--- src/inc/cpn_pkg.sv ---
package cpn_pkg;
	// Clock and millisecond base
	localparam int unsigned CLK_MHZ = 200;
	localparam int unsigned MS_US = 1000;
	localparam int unsigned MS_CYCLES = CLK_MHZ * MS_US;
	localparam int NPDO = 4;
	localparam logic [3:0] MAX_DLC = 4'h8;
	// Function codes and fixed identifiers
	localparam logic [3:0] FC_TPDO1 = 4'h3;
	localparam logic [3:0] FC_RPDO1 = 4'h4;
	localparam logic [3:0] FC_RPDO4 = 4'hA;
	localparam logic [3:0] FC_HB = 4'hE;
	localparam logic [10:0] ID_SYNC = 11'h080;
	// Heartbeat state codes
	localparam logic [7:0] ST_BOOT = 8'h00;
	localparam logic [7:0] ST_STOP = 8'h04;
	localparam logic [7:0] ST_OPER = 8'h05;
	localparam logic [7:0] ST_PREOP = 8'h7F;
	// Transmission types
	localparam logic [7:0] TT_SYNC_MAX = 8'hF0;
	localparam logic [7:0] TT_ASYNC = 8'hFE;
	// Register addresses
	localparam logic [7:0] A_CTRL = 8'h00;
	localparam logic [7:0] A_STATE = 8'h01;
	localparam logic [7:0] A_HBP = 8'h02;
	localparam logic [7:0] A_HBC = 8'h03;
	localparam logic [7:0] A_MASTER = 8'h04;
	localparam logic [7:0] A_STATUS = 8'h05;
	localparam logic [3:0] TPDO_PAGE = 4'h1;
	localparam logic [1:0] F_TYPE = 2'h0;
	localparam logic [1:0] F_INH = 2'h1;
	localparam logic [1:0] F_EVT = 2'h2;
	// Field positions
	localparam int CTRL_STOPEN_BIT = 7;
	localparam int CTRL_INTERP_BIT = 8;
	localparam int STAT_CERR_BIT = 8;
	// Reset values
	localparam logic [6:0] RST_NODE = 7'h01;
	localparam logic [6:0] RST_MASTER = 7'h7F;
	localparam logic [15:0] RST_HBP = 16'h03E8;
	localparam logic [15:0] RST_HBC = 16'h0000;
	localparam logic [7:0] RST_TTYPE = 8'hFF;
	// Frame carrier, byte 0 in data[7:0]
	typedef struct packed {
		logic [10:0] id;
		logic [3:0] dlc;
		logic [63:0] data;
	} cpn_frame_t;
	// Node states
	typedef enum logic [3:0] {
		NS_INIT = 4'b0001,
		NS_PREOP = 4'b0010,
		NS_OPER = 4'b0100,
		NS_STOP = 4'b1000
	} cpn_nstate_t;
endpackage

--- src/design/cpn_node.sv ---
// Implementation choices: the placing of the registers and the plain strobed port.
`timescale 1ns/1ps
// Functional notes
// - frames carry at most eight bytes
// - identifier is function code over node
// - node number 1..127, zero rejected
// - system identifiers never used for PDOs
// - lower identifier wins, served first
// - transmit PDOs at 0x180..0x480 plus node
// - receive PDOs at 0x200..0x500 plus node
// - sync types send on received sync
// - type n sends every n syncs
// - types 254/255 send on data change
// - non-interpolation applies received data immediately
// - interpolation applies data at update point
// - inhibit time spaces sends, 1 ms units
// - async also sends at event interval
// - heartbeat 0x700 plus node, state byte
// - missing master heartbeat flags comm error
// - stop mode one gives alarm and stop
// - state codes 00, 04, 05, 7F
// - first heartbeat is the boot-up frame
// - after boot-up go pre-operational
module cpn_node #(
	parameter int unsigned MS_CYC = cpn_pkg::MS_CYCLES
) (
	// Clock and reset
	input wire logic ref_clk_i,
	input wire logic arst_n_i,
	// Register port
	input wire logic [7:0] reg_addr_i,
	input wire logic [31:0] reg_wdata_i,
	input wire logic reg_wr_i,
	input wire logic reg_rd_i,
	output logic [31:0] reg_rdata_o,
	// Received frames
	input wire logic rx_valid_i,
	input wire cpn_pkg::cpn_frame_t rx_frame_i,
	// Transmitted frames
	output logic tx_valid_o,
	input wire logic tx_ready_i,
	output cpn_pkg::cpn_frame_t tx_frame_o,
	// Process data
	input wire logic [cpn_pkg::NPDO-1:0][63:0] tpdo_data_i,
	input wire logic interp_point_i,
	output logic [cpn_pkg::NPDO-1:0][63:0] rpdo_data_o,
	output logic [cpn_pkg::NPDO-1:0] rpdo_upd_o,
	// Status
	output logic [7:0] node_state_o,
	output logic comm_err_o,
	output logic alarm_o,
	output logic stop_o
);
	import cpn_pkg::*;

	logic [17:0] pre_reg;
	logic ms_tick;
	logic [6:0] node_reg;
	logic [6:0] master_reg;
	logic stop_en_reg;
	logic interp_reg;
	logic [15:0] hbp_reg;
	logic [15:0] hbc_reg;
	logic [7:0] ttype_reg [NPDO];
	logic [15:0] inh_cfg_reg [NPDO];
	logic [15:0] evt_cfg_reg [NPDO];
	cpn_nstate_t state_reg;
	logic [7:0] state_code;
	logic node_ok;
	logic is_oper;
	logic sync_rx;
	logic want_reg [NPDO];
	logic [16:0] inh_cnt_reg [NPDO];
	logic [NPDO-1:0] rdy;
	logic [NPDO-1:0] grant;
	logic [1:0] sel_pdo;
	logic pdo_any;
	logic load;
	logic hb_grant;
	logic hb_pend_reg;
	logic [15:0] hb_cnt_reg;
	logic hb_due;
	logic [15:0] cons_cnt_reg;
	logic cons_armed_reg;
	logic cons_expire;
	logic mhb_hit;
	logic comm_err_reg;
	logic alarm_reg;
	logic [3:0] rfc;
	logic [3:0] roff;
	logic [1:0] ridx;
	logic rpdo_hit;
	logic [63:0] rbuf_reg [NPDO];
	logic [NPDO-1:0] rpend_reg;
	logic status_clr;

	////////////////////////////////////////////////////////////////
	// Millisecond prescaler
	// prescaler tick
	assign ms_tick = (pre_reg == 18'(MS_CYC - 1));
	always_ff @(posedge ref_clk_i or negedge arst_n_i) begin
		if (!arst_n_i) begin
			pre_reg <= '0;
		end else if (ms_tick) begin
			pre_reg <= '0;
		end else begin
			pre_reg <= pre_reg + 18'h1;
		end
	end

	////////////////////////////////////////////////////////////////
	// Register writes
	always_ff @(posedge ref_clk_i or negedge arst_n_i) begin
		if (!arst_n_i) begin
			node_reg <= RST_NODE;
			master_reg <= RST_MASTER;
			stop_en_reg <= 1'b0;
			interp_reg <= 1'b0;
			hbp_reg <= RST_HBP;
			hbc_reg <= RST_HBC;
			for (int i = 0; i < NPDO; i++) begin
				ttype_reg[i] <= RST_TTYPE;
				inh_cfg_reg[i] <= '0;
				evt_cfg_reg[i] <= '0;
			end
		end else if (reg_wr_i) begin
			if (reg_addr_i == A_CTRL) begin
				node_reg <= reg_wdata_i[6:0];
				stop_en_reg <= reg_wdata_i[CTRL_STOPEN_BIT];
				interp_reg <= reg_wdata_i[CTRL_INTERP_BIT];
			end else if (reg_addr_i == A_HBP) begin
				hbp_reg <= reg_wdata_i[15:0];
			end else if (reg_addr_i == A_HBC) begin
				hbc_reg <= reg_wdata_i[15:0];
			end else if (reg_addr_i == A_MASTER) begin
				master_reg <= reg_wdata_i[6:0];
			end else if (reg_addr_i[7:4] == TPDO_PAGE) begin
				if (reg_addr_i[1:0] == F_TYPE) begin
					ttype_reg[reg_addr_i[3:2]] <= reg_wdata_i[7:0];
				end else if (reg_addr_i[1:0] == F_INH) begin
					inh_cfg_reg[reg_addr_i[3:2]] <= reg_wdata_i[15:0];
				end else if (reg_addr_i[1:0] == F_EVT) begin
					evt_cfg_reg[reg_addr_i[3:2]] <= reg_wdata_i[15:0];
				end
			end
		end
	end

	// Register reads, one cycle later, unmapped reads zero
	always_ff @(posedge ref_clk_i or negedge arst_n_i) begin
		if (!arst_n_i) begin
			reg_rdata_o <= '0;
		end else if (reg_rd_i) begin
			if (reg_addr_i == A_CTRL) begin
				reg_rdata_o <= {23'h0, interp_reg, stop_en_reg, node_reg};
			end else if (reg_addr_i == A_STATE || reg_addr_i == A_STATUS) begin
				reg_rdata_o <= {21'h0, alarm_reg, ~node_ok, comm_err_reg, state_code};
			end else if (reg_addr_i == A_HBP) begin
				reg_rdata_o <= {16'h0, hbp_reg};
			end else if (reg_addr_i == A_HBC) begin
				reg_rdata_o <= {16'h0, hbc_reg};
			end else if (reg_addr_i == A_MASTER) begin
				reg_rdata_o <= {25'h0, master_reg};
			end else if (reg_addr_i[7:4] == TPDO_PAGE && reg_addr_i[1:0] == F_TYPE) begin
				reg_rdata_o <= {24'h0, ttype_reg[reg_addr_i[3:2]]};
			end else if (reg_addr_i[7:4] == TPDO_PAGE && reg_addr_i[1:0] == F_INH) begin
				reg_rdata_o <= {16'h0, inh_cfg_reg[reg_addr_i[3:2]]};
			end else if (reg_addr_i[7:4] == TPDO_PAGE && reg_addr_i[1:0] == F_EVT) begin
				reg_rdata_o <= {16'h0, evt_cfg_reg[reg_addr_i[3:2]]};
			end else begin
				reg_rdata_o <= '0;
			end
		end else begin
			reg_rdata_o <= '0;
		end
	end

	////////////////////////////////////////////////////////////////
	// Node state
	// zero node blocks all transmits and PDO reception
	assign node_ok = (node_reg != 7'h00);
	assign is_oper = (state_reg == NS_OPER);
	always_ff @(posedge ref_clk_i or negedge arst_n_i) begin
		if (!arst_n_i) begin
			state_reg <= NS_INIT;
		end else begin
			case (state_reg)
				NS_INIT: begin
					if (hb_grant) begin
						state_reg <= NS_PREOP;
					end
				end
				default: begin
					if (reg_wr_i && reg_addr_i == A_STATE) begin
						if (reg_wdata_i[7:0] == ST_OPER) begin
							state_reg <= NS_OPER;
						end else if (reg_wdata_i[7:0] == ST_STOP) begin
							state_reg <= NS_STOP;
						end else if (reg_wdata_i[7:0] == ST_PREOP) begin
							state_reg <= NS_PREOP;
						end
					end
				end
			endcase
		end
	end

	always_comb begin
		case (state_reg)
			NS_PREOP: state_code = ST_PREOP;
			NS_OPER: state_code = ST_OPER;
			NS_STOP: state_code = ST_STOP;
			default: state_code = ST_BOOT;
		endcase
	end
	assign node_state_o = state_code;

	////////////////////////////////////////////////////////////////
	// Transmit PDO triggers
	// sync on system identifier
	assign sync_rx = rx_valid_i && rx_frame_i.id == ID_SYNC && is_oper;
	for (genvar p = 0; p < NPDO; p++) begin : g_tpdo
		logic [7:0] sync_cnt_reg;
		logic [15:0] evt_cnt_reg;
		logic [63:0] prev_reg;
		logic changed;
		logic is_sync_t;
		logic is_async;
		logic sync_hit;
		logic evt_hit;
		assign changed = (tpdo_data_i[p] != prev_reg);
		assign is_sync_t = (ttype_reg[p] <= TT_SYNC_MAX);
		assign is_async = (ttype_reg[p] >= TT_ASYNC);
		// sync-driven send, type 0 on change
		assign sync_hit = sync_rx && is_sync_t &&
			((ttype_reg[p] == 8'h00) ? changed : (sync_cnt_reg == ttype_reg[p] - 8'h01));
		assign evt_hit = is_async && evt_cfg_reg[p] != 16'h0000 && evt_cnt_reg == 16'h0000;
		assign rdy[p] = want_reg[p] && inh_cnt_reg[p] == 17'h00000;
		assign grant[p] = load && pdo_any && sel_pdo == 2'(p);

		// Sync divider
		always_ff @(posedge ref_clk_i or negedge arst_n_i) begin
			if (!arst_n_i) begin
				sync_cnt_reg <= '0;
			end else if (!is_oper) begin
				sync_cnt_reg <= '0;
			end else if (sync_rx && is_sync_t) begin
				sync_cnt_reg <= (sync_cnt_reg + 8'h01 >= ttype_reg[p]) ? 8'h00 : sync_cnt_reg + 8'h01;
			end
		end

		// Send request, a new sync wins over the grant clear
		// data change request
		always_ff @(posedge ref_clk_i or negedge arst_n_i) begin
			if (!arst_n_i) begin
				want_reg[p] <= 1'b0;
			end else if (!is_oper) begin
				want_reg[p] <= 1'b0;
			end else begin
				want_reg[p] <= (want_reg[p] && !grant[p]) || sync_hit ||
					(is_async && (changed || evt_hit) && !grant[p]);
			end
		end

		// inhibit counter, one extra ms covers tick phase
		always_ff @(posedge ref_clk_i or negedge arst_n_i) begin
			if (!arst_n_i) begin
				inh_cnt_reg[p] <= '0;
			end else if (grant[p]) begin
				inh_cnt_reg[p] <= (inh_cfg_reg[p] == 16'h0000) ? 17'h00000 : {1'b0, inh_cfg_reg[p]} + 17'h00001;
			end else if (ms_tick && inh_cnt_reg[p] != 17'h00000) begin
				inh_cnt_reg[p] <= inh_cnt_reg[p] - 17'h00001;
			end
		end

		always_ff @(posedge ref_clk_i or negedge arst_n_i) begin
			if (!arst_n_i) begin
				evt_cnt_reg <= '0;
			end else if (grant[p]) begin
				evt_cnt_reg <= evt_cfg_reg[p];
			end else if (ms_tick && evt_cnt_reg != 16'h0000) begin
				evt_cnt_reg <= evt_cnt_reg - 16'h0001;
			end
		end

		// Snapshot of last sent data
		always_ff @(posedge ref_clk_i or negedge arst_n_i) begin
			if (!arst_n_i) begin
				prev_reg <= '0;
			end else if (grant[p]) begin
				prev_reg <= tpdo_data_i[p];
			end
		end
	end

	////////////////////////////////////////////////////////////////
	// Transmit arbitration
	// lowest identifier first, heartbeat last
	always_comb begin
		sel_pdo = 2'h0;
		pdo_any = 1'b0;
		for (int i = NPDO - 1; i >= 0; i--) begin
			if (rdy[i]) begin
				sel_pdo = 2'(i);
				pdo_any = 1'b1;
			end
		end
	end
	assign load = node_ok && (!tx_valid_o || tx_ready_i) && (pdo_any || hb_pend_reg);
	assign hb_grant = load && !pdo_any;

	// Output frame register
	always_ff @(posedge ref_clk_i or negedge arst_n_i) begin
		if (!arst_n_i) begin
			tx_valid_o <= 1'b0;
			tx_frame_o <= '0;
		end else if (load) begin
			tx_valid_o <= 1'b1;
			if (pdo_any) begin
				tx_frame_o.id <= {4'(FC_TPDO1 + {1'b0, sel_pdo, 1'b0}), node_reg};
				tx_frame_o.dlc <= MAX_DLC;
				tx_frame_o.data <= tpdo_data_i[sel_pdo];
			end else begin
				tx_frame_o.id <= {FC_HB, node_reg};
				tx_frame_o.dlc <= 4'h1;
				tx_frame_o.data <= {56'h0, state_code};
			end
		end else if (tx_ready_i) begin
			tx_valid_o <= 1'b0;
		end
	end

	////////////////////////////////////////////////////////////////
	// Heartbeat producer
	assign hb_due = state_reg != NS_INIT && ms_tick && hbp_reg != 16'h0000 &&
		({1'b0, hb_cnt_reg} + 17'h00001 >= {1'b0, hbp_reg});
	always_ff @(posedge ref_clk_i or negedge arst_n_i) begin
		if (!arst_n_i) begin
			hb_cnt_reg <= '0;
		end else if (state_reg == NS_INIT || hb_due) begin
			hb_cnt_reg <= '0;
		end else if (ms_tick && hbp_reg != 16'h0000) begin
			hb_cnt_reg <= hb_cnt_reg + 16'h0001;
		end
	end

	always_ff @(posedge ref_clk_i or negedge arst_n_i) begin
		if (!arst_n_i) begin
			hb_pend_reg <= 1'b0;
		end else if (state_reg == NS_INIT) begin
			hb_pend_reg <= !hb_grant;
		end else begin
			hb_pend_reg <= (hb_pend_reg && !hb_grant) || hb_due;
		end
	end

	////////////////////////////////////////////////////////////////
	// Master heartbeat supervision
	assign mhb_hit = rx_valid_i && rx_frame_i.id == {FC_HB, master_reg} && rx_frame_i.dlc != 4'h0;
	assign cons_expire = cons_armed_reg && hbc_reg != 16'h0000 && cons_cnt_reg >= hbc_reg;
	always_ff @(posedge ref_clk_i or negedge arst_n_i) begin
		if (!arst_n_i) begin
			cons_armed_reg <= 1'b0;
			cons_cnt_reg <= '0;
		end else if (mhb_hit) begin
			cons_armed_reg <= 1'b1;
			cons_cnt_reg <= '0;
		end else if (cons_armed_reg && ms_tick && hbc_reg != 16'h0000 && cons_cnt_reg != 16'hFFFF) begin
			cons_cnt_reg <= cons_cnt_reg + 16'h0001;
		end
	end

	// sticky error, set wins over clear
	assign status_clr = reg_wr_i && reg_addr_i == A_STATUS && reg_wdata_i[STAT_CERR_BIT];
	always_ff @(posedge ref_clk_i or negedge arst_n_i) begin
		if (!arst_n_i) begin
			comm_err_reg <= 1'b0;
		end else begin
			comm_err_reg <= cons_expire || (comm_err_reg && !status_clr);
		end
	end

	// alarm and stop in stop mode
	always_ff @(posedge ref_clk_i or negedge arst_n_i) begin
		if (!arst_n_i) begin
			alarm_reg <= 1'b0;
		end else begin
			alarm_reg <= comm_err_reg && stop_en_reg;
		end
	end
	assign comm_err_o = comm_err_reg;
	assign alarm_o = alarm_reg;
	assign stop_o = alarm_reg;

	////////////////////////////////////////////////////////////////
	// Receive PDOs
	assign rfc = rx_frame_i.id[10:7];
	assign roff = rfc - FC_RPDO1;
	assign ridx = roff[2:1];
	assign rpdo_hit = rx_valid_i && node_ok && is_oper && rx_frame_i.id[6:0] == node_reg &&
		rfc >= FC_RPDO1 && rfc <= FC_RPDO4 && !rfc[0] && rx_frame_i.dlc <= MAX_DLC;
	always_ff @(posedge ref_clk_i or negedge arst_n_i) begin
		if (!arst_n_i) begin
			rpdo_upd_o <= '0;
			rpend_reg <= '0;
			rpdo_data_o <= '0;
			for (int i = 0; i < NPDO; i++) begin
				rbuf_reg[i] <= '0;
			end
		end else begin
			rpdo_upd_o <= '0;
			// apply captured data at update point
			for (int i = 0; i < NPDO; i++) begin
				if (interp_reg && interp_point_i && rpend_reg[i]) begin
					rpdo_data_o[i] <= rbuf_reg[i];
					rpdo_upd_o[i] <= 1'b1;
					rpend_reg[i] <= 1'b0;
				end
			end
			if (rpdo_hit && !interp_reg) begin
				rpdo_data_o[ridx] <= rx_frame_i.data;
				rpdo_upd_o[ridx] <= 1'b1;
			end else if (rpdo_hit) begin
				rbuf_reg[ridx] <= rx_frame_i.data;
				rpend_reg[ridx] <= 1'b1;
			end
		end
	end
endmodule

--- config.mk ---
export PLATFORM = sky130hd
export DESIGN_NAME = cpn_node
export DESIGN_NICKNAME = d
export VERILOG_FILES = /design/src/inc/cpn_pkg.sv /design/src/design/cpn_node.sv
export SDC_FILE = /design/constraint.sdc
export NUM_CORES = 2
export LEC_CHECK = 0
export BUFFER_PORTS_ARGS = -buffer_cell sky130_fd_sc_hd__buf_4
export CAP_MARGIN = 20
export CORE_MARGIN = 1
export CORE_UTILIZATION = 35
export DETAILED_ROUTE_END_ITERATION = 6
export SLEW_MARGIN = 10
export SYNTH_ARGS = -nofsm -noshare
export SYNTH_HDL_FRONTEND = slang
export SYNTH_SLANG_ARGS = --single-unit
--- constraint.sdc ---
create_clock -name ref_clk_i -period 4.4 [get_ports ref_clk_i]
set_input_delay 1.32 -clock ref_clk_i [delete_from_list [all_inputs] [get_ports ref_clk_i]]
set_output_delay 1.32 -clock ref_clk_i [all_outputs]
set_load 0.02 [all_outputs]
==> flow_metrics.tcl <==
set metrics [dict create \
    htreeDepth 4 \
    fmax_ghz 0.248 \
    drtIter0Drc 3994 \
    drive_above_1_share_pct 24.5 \
    synth_fa_ha_area_share_pct 1.90 \
    synth_xor_area_share_pct 7.21 \
    die_area_um2 188000 \
    muxShareOfSynthArea_pct 16.0 \
    peakVddDrop_mv 0.387 \
    die_w_um 433 \
    synth_area_leader_cell "dfrtp_1" \
    finalSetupViolCount 0 \
    p_leak_uw 0.0408 \
    drc 0 \
    crit_path_end_kind "flip-flop" \
    worstSkewPairLatency_ps 810 \
    numCtsBuffers 153 \
    cts_setup_buffers 0 \
    relSlewSlack_pct 17.2 \
    crit_required_ps 5040 \
    reg2reg_from "inh_cnt_reg[17]" \
    grt_pass1_wl_mm 333 \
    synth_top_family_by_area "multiplexers" \
    worst-path-buf-inv 4 \
    gp_congestion 0.909 \
    cts_resized 0 \
    core_area_um2 184000 \
    ios 765 \
    hpwlAfterDp_mm 170 \
    clock-sinks 1303 \
    max-clock-path-buffers 3 \
    ys.warnings.count 0 \
    crit_path_start "inh_cnt_reg[17]" \
    synth.most_common_cell "nand2_1" \
    overflow 0 \
    fin_crit_sh_pct 91.7 \
    drt-vias-per-instance 5.22 \
    critPathTopFamily "simple AND/OR/NAND/NOR gates" \
    seq_area_frac_synth_pct 50.2 \
    cts-root-buf "clkbuf_16" \
    synth_area_um2 65100 \
    wl_per_cell_um 23.9 \
    cpMostUsedCell "buf_12" \
    max_cap_viol_count 0 \
    cp-endpoint "tx_frame_o[50]" \
    synth-seq-cells 1303 \
    syn_inst 6281 \
    nNetsFinal 7460 \
    syn_to_final_growth_pct 21.8 \
    crit_arrival_ps 4680 \
    power-per-cell-area_nw_per_um2 345 \
    synth_area_per_cell_um2 10.4 \
    worstPathCellList "inv_1 -> ha_1 -> or4b_2 -> nor3_1 -> and3_1 -> o21bai_4 -> buf_12 -> buf_12 -> buf_12 -> mux2i_1 -> mux2_2 -> o21ai_0" \
    dr_total_vias 50000 \
    yosys-top-cells-count "1292 x nand2_1, 1256 x dfrtp_1, 485 x mux2_2" \
    cp_max_fo 35 \
    antenna_found_initial 34 \
    hold_ws_ps 470 \
    cts_tree "yes" \
    cts.clk_slew.worst_paths_ps 60 \
    crit_path_start_kind "flip-flop" \
    synthDistinctLibCells 92 \
    fillCellCount 17600 \
    tightest_slew_ps 1210 \
    grt_pass1_vias 49300 \
    yosys.area_share.simple_pct 14.9 \
    multi_input_area_um2 30700 \
    setup_tns_ps 0 \
    cp_slowest_cell "mux2i_1" \
    ctsHoldBuffers 0 \
    totalWireLength_mm 230 \
    synth_compound_area_share_pct 6.77 \
    netlist.area_leader.share_pct 48.3 \
    fp.dieH_um 433 \
    first_pass_iters 5 \
    rows 157 \
    synth-edff-count 0 \
    slew_viol_final 0 \
    synthFlopType "dfrtp_1" \
    seq_area_um2 32700 \
    grt_max_degree 106 \
    finalHoldViolCount 0 \
    utilization_pct 43.1 \
    grtUsageTotal_pct 24.0 \
    worst-setup-path-type "flip-flop to flip-flop" \
    min_path_type "flip-flop to flip-flop" \
    port_buffers 729 \
    max_stage_delay_ps 590 \
    rsz0062_at_grt "false" \
    initial_core_util_pct 35.4 \
    ant_nets 0 \
    synthTopCellsByArea "dfrtp_1 48%, mux2_2 8.4%, nand2_1 7.4%" \
    r2r_slack_ps 370 \
    timing.rr.end "tx_frame_o[50]" \
    fin_crit_ps 4030 \
    r2r_cells 12 \
    async_flop_share_pct 100 \
    status "completed" \
    cp.depth 12 \
    fin_worst_skew_ps 33.0 \
]
==> cells in the final DEF (no fill, tap or decap), types with 40 or more instances in the layout <==
cell type	netlist	routed
nor2_1	254	251
buf_12	0	47
nor3_1	75	74
xnor2_1	174	174
ha_1	99	99
buf_4	37	830
clkbuf_1	248	45
mux4_2	40	40
nor4_1	142	140
mux2i_1	403	403
nand3_1	107	101
xor2_1	362	362
nand4_1	62	62
clkbuf_16	0	153
dfstp_2	47	47
dfrtp_1	1256	1256
nand2_1	1292	1291
o21ai_0	429	428
inv_1	131	131
mux2_2	485	485
a21oi_1	142	142
==> per-layer routing <==
layer	GRT usage, %	vias to the layer above	routed length (um)
li1	-	23000	-
met1	29.1	24900	91200
met2	39.5	1614	110000
met3	5.36	402	15300
met4	12.9	14	12500
met5	0	-	92
==> worst min path at each step <==
stage / slack, ps / startpoint / depth (start not counted) / endpoint
after floorplan: 440 / cons_armed_reg / 1 / cons_armed_reg
after global placement: 460 / tx_frame_o[47] / 2 / tx_frame_o[47]
after detailed placement: 470 / state_reg[0] / 2 / state_reg[0]
after CTS: 480 / arst_n_i / 1 / g_tpdo[2].prev_reg[61]
after global routing: 500 / state_reg[0] / 2 / state_reg[0]
final: 470 / pre_reg[0] / 1 / pre_reg[0]
==> per-stage QoR <==
step	instance area, um^2	power [uW]	setup WS (ps)	cells
after floorplan	65200	13300	776	6299
after global placement	74100	14700	466	9287
after detailed placement	74200	14700	393	9287
after CTS	79200	27700	439	9562
after global routing	79300	28300	224	9578
final	79300	27400	367	9586
==> cell families after synthesis <==
family	Yosys count
and+or+nand+nor	2159
DFF	1303
muxes	928
AOI/OAI and AO/OA	771
xor gates and xnor gates	536
buffers and inverters	484
adders and majority gates	99
other	1
==> report_power, final <==
group / internal (uW) / switching [uW] / total, uW
Sequential: 12200 / 243 / 12400
Clock: 7570 / 5290 / 12900
Combinational: 785 / 1320 / 2100
==> cell type report <==
class / count / area share (%)
Antenna cell: 23 / 0.0726
Clock buffer: 236 / 5.70
Clock inverter: 39 / 0.712
Inverter: 131 / 0.620
Multi-Input combinational cell: 4512 / 38.7
Sequential cell: 1303 / 41.2
Tap cell: 2464 / 3.89
Timing Repair Buffer: 878 / 9.08
Power figures use the tool's default switching activity.
